### config.mk
export PLATFORM = sky130hd
export DESIGN_NAME = flow_ctrl
export DESIGN_NICKNAME = d
export VERILOG_FILES = /design/src/core/flow_pkg.sv /design/src/core/ret_addr_stack.sv /design/src/core/flow_ctrl.sv
export SDC_FILE = /design/constraint.sdc
export NUM_CORES = 1
export LEC_CHECK = 0
export BUFFER_PORTS_ARGS = -buffer_cell sky130_fd_sc_hd__buf_2
export CORE_MARGIN = 2
export CORE_UTILIZATION = 30
export DETAILED_ROUTE_END_ITERATION = 8
export GPL_ROUTABILITY_DRIVEN = 0
export PLACE_DENSITY = 0.49
export SETUP_SLACK_MARGIN = 0.1
export SLEW_MARGIN = 20
export SYNTH_ARGS = -nofsm -noshare
export SYNTH_HDL_FRONTEND = slang
export SYNTH_SLANG_ARGS = --single-unit
### constraint.sdc
create_clock -name CLK -period 7.4 [get_ports CLK]
set_input_delay 1.11 -clock CLK [delete_from_list [all_inputs] [get_ports CLK]]
set_output_delay 1.11 -clock CLK [all_outputs]
set_load 0.005 [all_outputs]
### src/core/flow_pkg.sv
// flow control package: pipeline timing constants, return stack layout, carriers
// assumes one core clock domain; no software-visible registers
package flow_pkg;
    localparam int          RAS_DEPTH          = 4;
    localparam int          RAS_PTR_W          = 2;
    localparam int          RAS_CNT_W          = 3;
    localparam logic [31:0] RAS_RESET_ADDR     = 32'h0000_0000;
    localparam logic [2:0]  COST_ZERO          = 3'h0;
    localparam logic [2:0]  COST_ONE           = 3'h1;
    localparam logic [2:0]  COST_TWO           = 3'h2;
    localparam logic [2:0]  COST_MISS          = 3'h4;
    localparam logic [2:0]  COST_MULTI_MISS    = 3'h6;
    localparam logic [3:0]  LAT_W_RESET        = 4'h0;
    localparam int          NUM_REGS           = 16;

    typedef enum logic [1:0] {
        PIPE_MUL  = 2'h0,
        PIPE_ALU  = 2'h1,
        PIPE_DATA = 2'h2,
        PIPE_NONE = 2'h3
    } subpipe_e;

    typedef enum logic [2:0] {
        FLOW_DISP_BRANCH = 3'h0,
        FLOW_REL_JUMP    = 3'h1,
        FLOW_REL_CALL    = 3'h2,
        FLOW_RET_COND    = 3'h3,
        FLOW_RET_ALWAYS  = 3'h4,
        FLOW_MOV_LINK    = 3'h5,
        FLOW_MULTI_POP   = 3'h6,
        FLOW_MULTI_LOAD  = 3'h7
    } flow_kind_e;

    typedef struct packed {
        logic       valid;
        subpipe_e   pipe;
        logic [3:0] dst;
        logic       dst_wide;
        logic [3:0] dst_hi;
        logic [3:0] src_a;
        logic [3:0] src_b;
        logic       uses_flags;
        logic       sets_flags;
        logic [3:0] issue_lat;
        logic [3:0] result_lat;
        logic [3:0] result_lat_hi;
        logic [3:0] flag_lat;
    } issue_req_s;

    typedef struct packed {
        logic       valid;
        flow_kind_e kind;
        logic       predicted;
        logic       folded;
        logic       mispredicted;
        logic [31:0] ret_addr;
        logic [31:0] target;
    } flow_req_s;
endpackage : flow_pkg

### src/core/ret_addr_stack.sv
// four-entry circular return address stack with hardware-kept valid count
// assumes push and pop requests are single-cycle pulses from the flow logic
`timescale 1ns/1ps
module ret_addr_stack
    import flow_pkg::*;
(
    input  wire logic        clk,
    input  wire logic        rst,
    input  wire logic        push,
    input  wire logic [31:0] push_addr,
    input  wire logic        pop,
    output logic             hit,
    output logic [31:0]      top_addr,
    output logic [RAS_CNT_W-1:0] count
);
    logic [31:0]          entry_ff [RAS_DEPTH];
    logic [RAS_PTR_W-1:0] top_ff;
    logic [RAS_CNT_W-1:0] cnt_ff;
    logic [RAS_PTR_W-1:0] nxt_top;

    assign hit      = (cnt_ff != '0);
    assign top_addr = entry_ff[top_ff - RAS_PTR_W'(1)];
    assign count    = cnt_ff;
    assign nxt_top  = top_ff + RAS_PTR_W'(1);

    // circular write overwrites oldest when full
    always_ff @(posedge clk) begin
        if (push) begin
            entry_ff[top_ff] <= push_addr;
        end
    end

    always_ff @(posedge clk) begin
        if (rst) begin
            top_ff <= '0;
        end else if (push) begin
            top_ff <= nxt_top;
        end else if (pop && hit) begin
            top_ff <= top_ff - RAS_PTR_W'(1);
        end
    end

    // saturating count, no fault on over or underflow
    always_ff @(posedge clk) begin
        if (rst) begin
            cnt_ff <= '0;
        end else if (push) begin
            if (cnt_ff != RAS_CNT_W'(RAS_DEPTH)) begin
                cnt_ff <= cnt_ff + RAS_CNT_W'(1);
            end
        end else if (pop && hit) begin
            cnt_ff <= cnt_ff - RAS_CNT_W'(1);
        end
    end
endmodule : ret_addr_stack

### src/core/flow_ctrl.sv
// pipeline flow control: issue interlock, forwarding timing, flow cost and redirects
// assumes issue stage holds a request until ISSUE_READY; one core clock
`timescale 1ns/1ps
// Behaviour
// - instruction issues when it leaves issue stage into a subpipe
// - next instruction to another subpipe without hazard issues after one cycle
// - after result latency the value forwards and dependents proceed
// - wide results make low and high parts ready at separate latencies
// - flags forward so a branch after a flag setter with flag latency one does not stall
// - most instructions may write the program counter as a jump
// - program counter writes redirect only from writeback, without forwarding
// - mispredicted branch costs four cycles, correct prediction one cycle
// - folded branch costs zero cycles if correct, four if wrong
// - return address stack holds four entries
// - push onto a full stack overwrites the oldest entry
// - hardware tracks the count of valid stack entries
// - stack over and underflow only cost performance, no fault
// - return with empty stack is treated as unpredicted
// - multi pop or load with pc costs two predicted, six unpredicted
module flow_ctrl
    import flow_pkg::*;
(
    input  wire logic        CLK,
    input  wire logic        RST,
    input  wire issue_req_s  ISSUE_REQ,
    output logic             ISSUE_READY,
    output logic             ISSUE_FIRE,
    output logic [1:0]       ISSUE_PIPE,
    input  wire flow_req_s   FLOW_REQ,
    output logic             FLOW_BUSY,
    output logic [2:0]       FLOW_COST,
    output logic             RET_PREDICTED,
    output logic [31:0]      RET_TARGET,
    input  wire logic        WB_PC_WRITE,
    input  wire logic [31:0] WB_PC_VALUE,
    output logic             REDIRECT,
    output logic [31:0]      REDIRECT_ADDR,
    output logic [RAS_CNT_W-1:0] RAS_COUNT
);
    typedef enum logic [1:0] {
        ST_RUN   = 2'b01,
        ST_STALL = 2'b10
    } flow_state_e;

    logic [3:0]  ready_lo_ff [NUM_REGS];
    logic [3:0]  pipe_busy_ff [3];
    logic [3:0]  flag_wait_ff;
    logic        hazard;
    logic        pipe_free;
    logic        fire;
    flow_state_e state_ff;
    logic [2:0]  stall_ff;
    logic [2:0]  cost;
    logic        ras_push;
    logic        ras_pop;
    logic        ras_hit;
    logic [31:0] ras_top;
    logic        is_ret;
    logic        flow_go;
    logic [2:0]  cost_ff;
    logic        ret_pred_ff;
    logic [31:0] ret_tgt_ff;
    logic        redirect_ff;
    logic [31:0] redirect_addr_ff;

    // operand readiness from forwarding countdowns
    always_comb begin
        hazard = 1'b0;
        if (ISSUE_REQ.valid) begin
            if (ready_lo_ff[ISSUE_REQ.src_a] != LAT_W_RESET) begin
                hazard = 1'b1;
            end
            if (ready_lo_ff[ISSUE_REQ.src_b] != LAT_W_RESET) begin
                hazard = 1'b1;
            end
            if (ISSUE_REQ.uses_flags && flag_wait_ff != LAT_W_RESET) begin
                hazard = 1'b1;
            end
        end
    end

    assign pipe_free   = (ISSUE_REQ.pipe == PIPE_NONE) ||
                         (pipe_busy_ff[ISSUE_REQ.pipe] == LAT_W_RESET);
    assign ISSUE_READY = !hazard && pipe_free && state_ff == ST_RUN;
    assign fire        = ISSUE_REQ.valid && ISSUE_READY;
    assign ISSUE_FIRE  = fire;
    assign ISSUE_PIPE  = ISSUE_REQ.pipe;

    // per-register result countdown, wide results split
    always_ff @(posedge CLK) begin
        if (RST) begin
            for (int i = 0; i < NUM_REGS; i++) begin
                ready_lo_ff[i] <= LAT_W_RESET;
            end
        end else begin
            for (int i = 0; i < NUM_REGS; i++) begin
                if (fire && ISSUE_REQ.dst == 4'(i) && ISSUE_REQ.result_lat > 4'h1) begin
                    ready_lo_ff[i] <= ISSUE_REQ.result_lat - 4'h1;
                end else if (fire && ISSUE_REQ.dst_wide && ISSUE_REQ.dst_hi == 4'(i)
                             && ISSUE_REQ.result_lat_hi > 4'h1) begin
                    ready_lo_ff[i] <= ISSUE_REQ.result_lat_hi - 4'h1;
                end else if (ready_lo_ff[i] != LAT_W_RESET) begin
                    ready_lo_ff[i] <= ready_lo_ff[i] - 4'h1;
                end
            end
        end
    end

    // same-subpipe issue spacing
    always_ff @(posedge CLK) begin
        if (RST) begin
            for (int p = 0; p < 3; p++) begin
                pipe_busy_ff[p] <= LAT_W_RESET;
            end
        end else begin
            for (int p = 0; p < 3; p++) begin
                if (fire && ISSUE_REQ.pipe == subpipe_e'(p) && ISSUE_REQ.issue_lat > 4'h1) begin
                    pipe_busy_ff[p] <= ISSUE_REQ.issue_lat - 4'h1;
                end else if (pipe_busy_ff[p] != LAT_W_RESET) begin
                    pipe_busy_ff[p] <= pipe_busy_ff[p] - 4'h1;
                end
            end
        end
    end

    // flag countdown; latency one means forwarded, no stall
    always_ff @(posedge CLK) begin
        if (RST) begin
            flag_wait_ff <= LAT_W_RESET;
        end else if (fire && ISSUE_REQ.sets_flags && ISSUE_REQ.flag_lat > 4'h1) begin
            flag_wait_ff <= ISSUE_REQ.flag_lat - 4'h1;
        end else if (flag_wait_ff != LAT_W_RESET) begin
            flag_wait_ff <= flag_wait_ff - 4'h1;
        end
    end

    // change-of-flow cost table
    assign is_ret = FLOW_REQ.kind == FLOW_RET_COND || FLOW_REQ.kind == FLOW_RET_ALWAYS
                 || FLOW_REQ.kind == FLOW_MOV_LINK || FLOW_REQ.kind == FLOW_MULTI_POP
                 || FLOW_REQ.kind == FLOW_MULTI_LOAD;

    always_comb begin
        cost = COST_MISS;
        case (FLOW_REQ.kind)
            FLOW_DISP_BRANCH, FLOW_REL_JUMP: begin
                if (!FLOW_REQ.predicted || FLOW_REQ.mispredicted) begin
                    cost = COST_MISS;
                end else if (FLOW_REQ.folded) begin
                    cost = COST_ZERO;
                end else begin
                    cost = COST_ONE;
                end
            end
            FLOW_REL_CALL: begin
                if (FLOW_REQ.predicted && !FLOW_REQ.mispredicted) begin
                    cost = COST_ONE;
                end else begin
                    cost = COST_MISS;
                end
            end
            FLOW_RET_COND: begin
                if (ras_hit && FLOW_REQ.predicted && !FLOW_REQ.mispredicted) begin
                    cost = COST_ONE;
                end else begin
                    cost = COST_MISS;
                end
            end
            FLOW_RET_ALWAYS, FLOW_MOV_LINK: begin
                cost = ras_hit ? COST_TWO : COST_MISS;
            end
            FLOW_MULTI_POP, FLOW_MULTI_LOAD: begin
                cost = ras_hit ? COST_TWO : COST_MULTI_MISS;
            end
            default: begin
                cost = COST_MISS;
            end
        endcase
    end

    assign flow_go  = FLOW_REQ.valid && state_ff == ST_RUN;
    assign ras_push = flow_go && FLOW_REQ.kind == FLOW_REL_CALL;
    assign ras_pop  = flow_go && is_ret;

    // busy for cycles beyond the first
    always_ff @(posedge CLK) begin
        if (RST) begin
            state_ff <= ST_RUN;
            stall_ff <= COST_ZERO;
        end else begin
            case (state_ff)
                ST_RUN: begin
                    if (flow_go && cost > COST_ONE) begin
                        state_ff <= ST_STALL;
                        stall_ff <= cost - COST_ONE;
                    end
                end
                ST_STALL: begin
                    if (stall_ff == COST_ONE) begin
                        state_ff <= ST_RUN;
                    end
                    stall_ff <= stall_ff - COST_ONE;
                end
                default: begin
                    state_ff <= ST_RUN;
                    stall_ff <= COST_ZERO;
                end
            endcase
        end
    end

    always_ff @(posedge CLK) begin
        if (RST) begin
            cost_ff     <= COST_ZERO;
            ret_pred_ff <= 1'b0;
            ret_tgt_ff  <= RAS_RESET_ADDR;
        end else if (flow_go) begin
            cost_ff     <= cost;
            ret_pred_ff <= is_ret && ras_hit;
            ret_tgt_ff  <= ras_top;
        end
    end

    // pc-destination jump taken from writeback only
    always_ff @(posedge CLK) begin
        if (RST) begin
            redirect_ff      <= 1'b0;
            redirect_addr_ff <= RAS_RESET_ADDR;
        end else begin
            redirect_ff <= WB_PC_WRITE;
            if (WB_PC_WRITE) begin
                redirect_addr_ff <= WB_PC_VALUE;
            end
        end
    end

    assign FLOW_BUSY     = state_ff == ST_STALL;
    assign FLOW_COST     = cost_ff;
    assign RET_PREDICTED = ret_pred_ff;
    assign RET_TARGET    = ret_tgt_ff;
    assign REDIRECT      = redirect_ff;
    assign REDIRECT_ADDR = redirect_addr_ff;

    ret_addr_stack u_ras (
        .clk       (CLK),
        .rst       (RST),
        .push      (ras_push),
        .push_addr (FLOW_REQ.ret_addr),
        .pop       (ras_pop),
        .hit       (ras_hit),
        .top_addr  (ras_top),
        .count     (RAS_COUNT)
    );
endmodule : flow_ctrl

After elaboration in Yosys (flattened, before gate mapping)
Memory sizes are Yosys's and may differ from the RTL's. A register that Yosys moved wholly into a read port is not among the register bits.
Index checks and enable logic that the tools add are counted.
{ "totals": {"ff_bits": 51, "latch_bits": 0, "ramBits": 204, "mem_bits_ro": 0, "in_bits": 144, "output_inout_bits": 77, "word_cells": 572, "mem_count": 3} }
{ "mem_list": {"columns": ["name", "words", "width", "rd", "rd_ports_with_merged_regs", "wr", "line_no", "text"], "rows": [
  ["u_ras.entry_ff", 4, 32, 1, 1, 1, "ret_addr_stack.sv:16", "logic [31:0] entry_ff [RAS_DEPTH];"],
  ["ready_lo_ff", 16, 4, 18, 0, 16, "flow_ctrl.sv:45", "logic [3:0] ready_lo_ff [NUM_REGS];"],
  ["pipe_busy_ff", 3, 4, 4, 0, 3, "flow_ctrl.sv:46", "logic [3:0] pipe_busy_ff [3];"]
]} }
{ "classes": {"n_addsub": 30, "mul": 0, "div_mod_pow": 0, "magnitude_cmp": 5, "n_eq_ne": 47, "shift": 0, "mux": 294, "bitwise_logic": 54, "reduce_logical": 130} }
{ "ops": {"columns": ["operator", "count"], "rows": [
  ["2-to-1 mux 4 bit", 56],
  ["2-to-1 mux 1 bit", 222],
  ["subtractor 4 x 1 -> 4 bit, second input constant", 24],
  ["nonzero test 4 bit", 22],
  ["logical AND 1 bit", 86],
  ["equality test 4 bit, second input constant", 16],
  ["bitwise OR 1 bit", 54],
  ["equality test 4 x 3 -> 1 bit, second input constant", 8],
  ["2-to-1 mux 3 bit", 9],
  ["equality test 4 x 2 -> 1 bit, second input constant", 4],
  ["greater-than comparator 4 x 1 -> 1 bit, second input constant", 4],
  ["case mux 3 bit (5 select lines)", 1],
  ["equality test 3 bit, second input constant", 4],
  ["zero test 4 bit", 3],
  ["subtractor 3 x 1 -> 3 bit, second input constant", 3],
  ["equality test 4 x 1 -> 1 bit, second input constant", 2],
  ["2-to-1 mux 2 bit", 4],
  ["equality test 2 bit, second input constant", 3],
  ["equality test 3 x 1 -> 1 bit, second input constant", 2],
  ["equality test 3 x 2 -> 1 bit, second input constant", 2],
  ["logical OR 1 bit", 6],
  ["!= test 2 x 1 -> 1 bit, second input constant", 3],
  ["case mux 3 bit (2 select lines)", 1],
  ["OR reduction 2 bit", 3],
  ["other kinds (13)", 18]
]} }

Logic depth before layout (Yosys ltp)
An unclocked memory read counts as a cell.
{ "depth": {"ltp_word": 19, "depth_mapped": 12, "depth_no_buf": 11} }

By module
A second synthesis with hierarchy kept.
{ "unflattened": {"hier_cells": 1312, "area_unflattened_um2": 14886.8} }
{ "by_module_without_submodules": {"columns": ["module", "instances", "cells_each", "area_each_um2", "seq_area_each_um2"], "rows": [
  ["flow_ctrl", 1, 1102, 9898.2, 3843.7],
  ["ret_addr_stack", 1, 210, 4988.5, 3943.8]
]} }

Worst setup path before layout
OpenSTA, ideal clock, no wires.
{ "synth_path": {"kind": "input to output", "start": "input ISSUE_REQ[24] in the netlist's numbering", "end": "output ISSUE_FIRE", "arrival_ns": 2.779, "t_required_ns": 6.290, "path_slack_ns": 3.511, "cell_stages": 7, "path_buffers": 0, "path_cell_list": "inv_1 mux2_2 a211o_1 o211ai_1 nor3_4 nand2_2 inv_1"} }
{ "synth_via": {"elab_chain_len": 10} }
{ "synth_rtl": {"columns": ["item", "line_no", "text"], "rows": [
  ["from (decl)", "flow_ctrl.sv:25", "input wire issue_req_s ISSUE_REQ,"],
  ["memory read (16 x 4 bit)", null, null],
  ["nonzero test 4 bit", "flow_ctrl.sv:70", "if (ready_lo_ff[ISSUE_REQ.src_a] != LAT_W_RESET) begin"],
  ["2-to-1 mux 1 bit", "flow_ctrl.sv:70", null],
  ["2-to-1 mux 1 bit", "flow_ctrl.sv:73", "if (ready_lo_ff[ISSUE_REQ.src_b] != LAT_W_RESET) begin"],
  ["2-to-1 mux 1 bit", "flow_ctrl.sv:76", "if (ISSUE_REQ.uses_flags && flag_wait_ff != LAT_W_RESET) begin"],
  ["2-to-1 mux 1 bit", "flow_ctrl.sv:69", "if (ISSUE_REQ.valid) begin"],
  ["zero test 1 bit", "flow_ctrl.sv:84", "assign ISSUE_READY = !hazard && pipe_free && state_ff == ST_RUN;"],
  ["logical AND 1 bit (2 in a row)", "flow_ctrl.sv:84", null],
  ["logical AND 1 bit", "flow_ctrl.sv:85", "assign fire = ISSUE_REQ.valid && ISSUE_READY;"],
  ["to (decl)", "flow_ctrl.sv:27", "output logic ISSUE_FIRE,"]
]} }
Every way passes these cells.

==> metrics.txt <==
status=finished clean; critical path capture point type=output pin; MaxCap Viol Count=0; Post-Syn Nets=~1600; count of pins over their slew limit=0; antenna violations before repair=7; CTS H-tree lvls=2; post-synth top area share=40.69%; Slew HR=31.41%; Worst Tran Pin Value=between 1 and 1.5 ns; Synth Flop Type=edfxtp_1; nets=between 1500 and 2000; Cell variety after synth=86; Final Skew=roughly 0.022 ns; Pwr Density=335.9 nW/µm²; Avg Cell Area, Syn=roughly 11 µm²; sequential share of power=approximately two fifths; post_cts resized=0; clk slew on worst S/H paths=approximately 0.06 ns; routed len/inst=18.81 µm; total number of vias=~11000; Max FO, Critical Path=8; top cells by count, synth=edfxtp_1 (204), nand2_1 (127), nor2_1 (107); placed insts=~2200; clk root buf=clkbuf_16; core area=roughly 50000 µm²; met3 routed WL=~2700 µm; Synth Area in Compound Gates=13.31%; filler cell count=approximately 5100; GRT overflow=0; DIE WIDTH=roughly 230 µm; post-layout min period=approximately 5.3 ns; metal2 WL=a little over 20000 µm; gr usage total=about 16%; Initial Util=a little under a third; DRT iter0 DRCs=approximately 640; Setup CP Type=reg -> out; FF-to-FF End=ready_lo_ff[1][1]; largest family of logic cells by synthesized area=simple AND/OR/NAND/NOR gates; DRT Pass-1 Iters=6; CTS max path bufs=3; Post-CTS Hold Fix Bufs=0; total CTS buffers=36; part of the cycle the worst path needs=between 70 and 80%; vias in the first global route=~12000; Net Switching=0.002088 W; Finished Layout Cells=around 2200; VDD IR max=roughly 210 µV; Post-synth EDFFs=204; Async SR Flop Fraction=0%; synthesized-area fraction occupied by adder cells=around 3.2%; layout cells sized above 1=about 22%; CP startpoint kind=register; Int Power=between 0.003 and 0.004 W; final WL=~42000 µm; RSZ-0062 raised after global routing=no; crit path to=ISSUE_FIRE; Metal-1 WL=around 18000 µm; Die Footprint=roughly 52000 µm²; highest clock rate=~0.19 GHz; Critical R2R Launch=ready_lo_ff[5][2]; Antenna Violating Nets Remaining=0; Die Y=between 200 and 250 µm; Synth area leaders=edfxtp_1 (41%), dfxtp_1 (11%), mux4_2 (5.1%); CP startpoint=ready_lo_ff[5][2]; first-pass GRT wire length=roughly 66000 µm; Post-CTS Repair Setup Buffers=0; Switching Fraction=a little over a third; flop-to-flop setup slack=3.09 ns; DRC=0; xor/xnor share of the synthesized area=about 1.8%; most common cell in the netlist=edfxtp_1; P&R area growth vs syn=19.04%; routed vias/inst=~5.1; post-synthesis sequential area ratio=about half; Worst EP required=around 6.3 ns; Synth Cell Area=about 15000 µm²; combinational power share=between 30% and 40%; Worst-Skew Late Latency=0.55 ns; Clk network pwr share=approximately 29%; clock sink total=287; Synth area leader=edfxtp_1; DPL Wire Length=29000 µm; Post-Synth Simple-Gate Area=16.30%; boundary pin count=approximately 220; Synth Register Bits=287; final hold vios=0; Leakage=about 6.7 nW; Register-to-Register Path Depth=8; # setup viols final=0; WP data arrival=between 4 and 5 ns; mux contribution to synthesized area=between 10% and 20%; Mapped Cells=around 1400; setup_tns=0 ns; largest net degree at the start of global routing=approximately 110; Hold WC Path Type=reg -> reg; Buffers on Ports=roughly 190; CTS tree=built; row count=82; Top Layer Used=met5; Yosys Warn Count=0
==> worst min path at each step <==
| stage | from | to | slack, ns | cells after the start |
|---|---|---|---|---|
| 5_1_grt | RET_TARGET[31] | RET_TARGET[31] | 0.47 | 2 |
| 4_1_cts | RET_TARGET[14] | RET_TARGET[14] | 0.45 | 2 |
| 3_3_place_gp | RET_TARGET[14] | RET_TARGET[14] | 0.44 | 2 |
| 2_1_floorplan | RET_PREDICTED | RET_PREDICTED | 0.45 | 2 |
| 3_5_place_dp | RET_TARGET[14] | RET_TARGET[14] | 0.44 | 2 |
| 6_report | RET_TARGET[14] | RET_TARGET[14] | 0.45 | 2 |
==> worst max-delay path, stage by stage, from the launching register on <==
cell and delay [ns]:
edfxtp_1 0.45, nor4_1 0.86, and3b_1 0.28, o21ai_1 0.15, nand4b_1 0.48, nor3_4 0.63
nand2_2 0.27, inv_1 0.37, buf_2 0.19
==> state kept, by name, indices dropped and copies added, names as in the netlist <==
name            count
RET_PREDICTED       1
u_ras.entry_ff    128
pipe_busy_ff       12
REDIRECT_ADDR      32
REDIRECT            1
state_ff            2
stall_ff            3
RET_TARGET         32
u_ras.top_ff        2
ready_lo_ff        64
FLOW_COST           3
flag_wait_ff        4
u_ras.count         3
==> cell families (layout without fill, tap and decap cells) <==
group,Yosys count,in the layout
DFF,287,287
adders and majority gates,38,38
other,0,2
xor gates and xnor gates,31,31
AOI/OAI and AO/OA,299,299
and+or+nand+nor,467,467
buffers and inverters,141,345
muxes,108,108
==> power by group through the flow <==
stage / sequential [W] / combinational (W) / clock [W]
after floorplan: 0.00228 / 0.00142 / 0
after global placement: 0.00232 / 0.00195 / 0
after detailed placement: 0.00233 / 0.00197 / 0
after CTS: 0.00230 / 0.00198 / 0.00182
after global routing: 0.00234 / 0.00220 / 0.00188
final: 0.00230 / 0.00196 / 0.00176
==> layer usage <==
metal	vias to the layer above	GRT usage [%]
li1	5540	-
met5	-	0
met3	69	4.038
met2	245	27.80
met1	5612	19.83
met4	10	5.025
==> cell usage in the layout, fill, tap and decap left out, types with 18 or more instances in the layout <==
| cell type | netlist | routed |
|---|---|---|
| nor2_1 | 107 | 107 |
| nand2_1 | 127 | 127 |
| nor3b_1 | 19 | 19 |
| nor4_1 | 25 | 25 |
| ha_1 | 37 | 37 |
| o211ai_1 | 18 | 18 |
| dfxtp_1 | 83 | 82 |
| inv_1 | 74 | 74 |
| buf_2 | 1 | 187 |
| clkbuf_16 | 0 | 37 |
| mux2i_1 | 68 | 68 |
| edfxtp_1 | 204 | 204 |
| or3_1 | 18 | 18 |
| nor3_1 | 29 | 28 |
| or2_2 | 18 | 18 |
| o21ai_0 | 41 | 41 |
| a21oi_1 | 88 | 88 |
| mux4_2 | 34 | 34 |
| nand3_1 | 29 | 29 |
| a211oi_1 | 20 | 20 |
| xnor2_1 | 22 | 20 |
==> cell type report <==
type / instances / area (µm²) / area share [%]
Sequential cell: 287 / 7789 / 43.46
Multi-Input combinational cell: 943 / 6745 / 37.64
Timing Repair Buffer: 205 / 1075 / 5.997
Clock buffer: 45 / 955.9 / 5.334
Tap cell: 672 / 840.8 / 4.692
Inverter: 75 / 281.5 / 1.571
Clock inverter: 20 / 229.0 / 1.278
Antenna cell: 2 / 5.005 / 0.02793
==> metrics by stage <==
stage,utilization (%),total power (W),setup WS (ns),hold slack [ns],area [µm²]
global placement,33.54,0.004267,2.608,0.4386,16720
finish,35.94,0.006019,2.063,0.4487,17920
floorplan,-,0.003699,3.511,0.4527,15050
detailed placement,33.54,0.004295,2.597,0.4448,16720
global route,35.94,0.006425,1.890,0.4682,17920
CTS,35.92,0.006096,2.016,0.4531,17910
(Power assumes the default switching activity.)
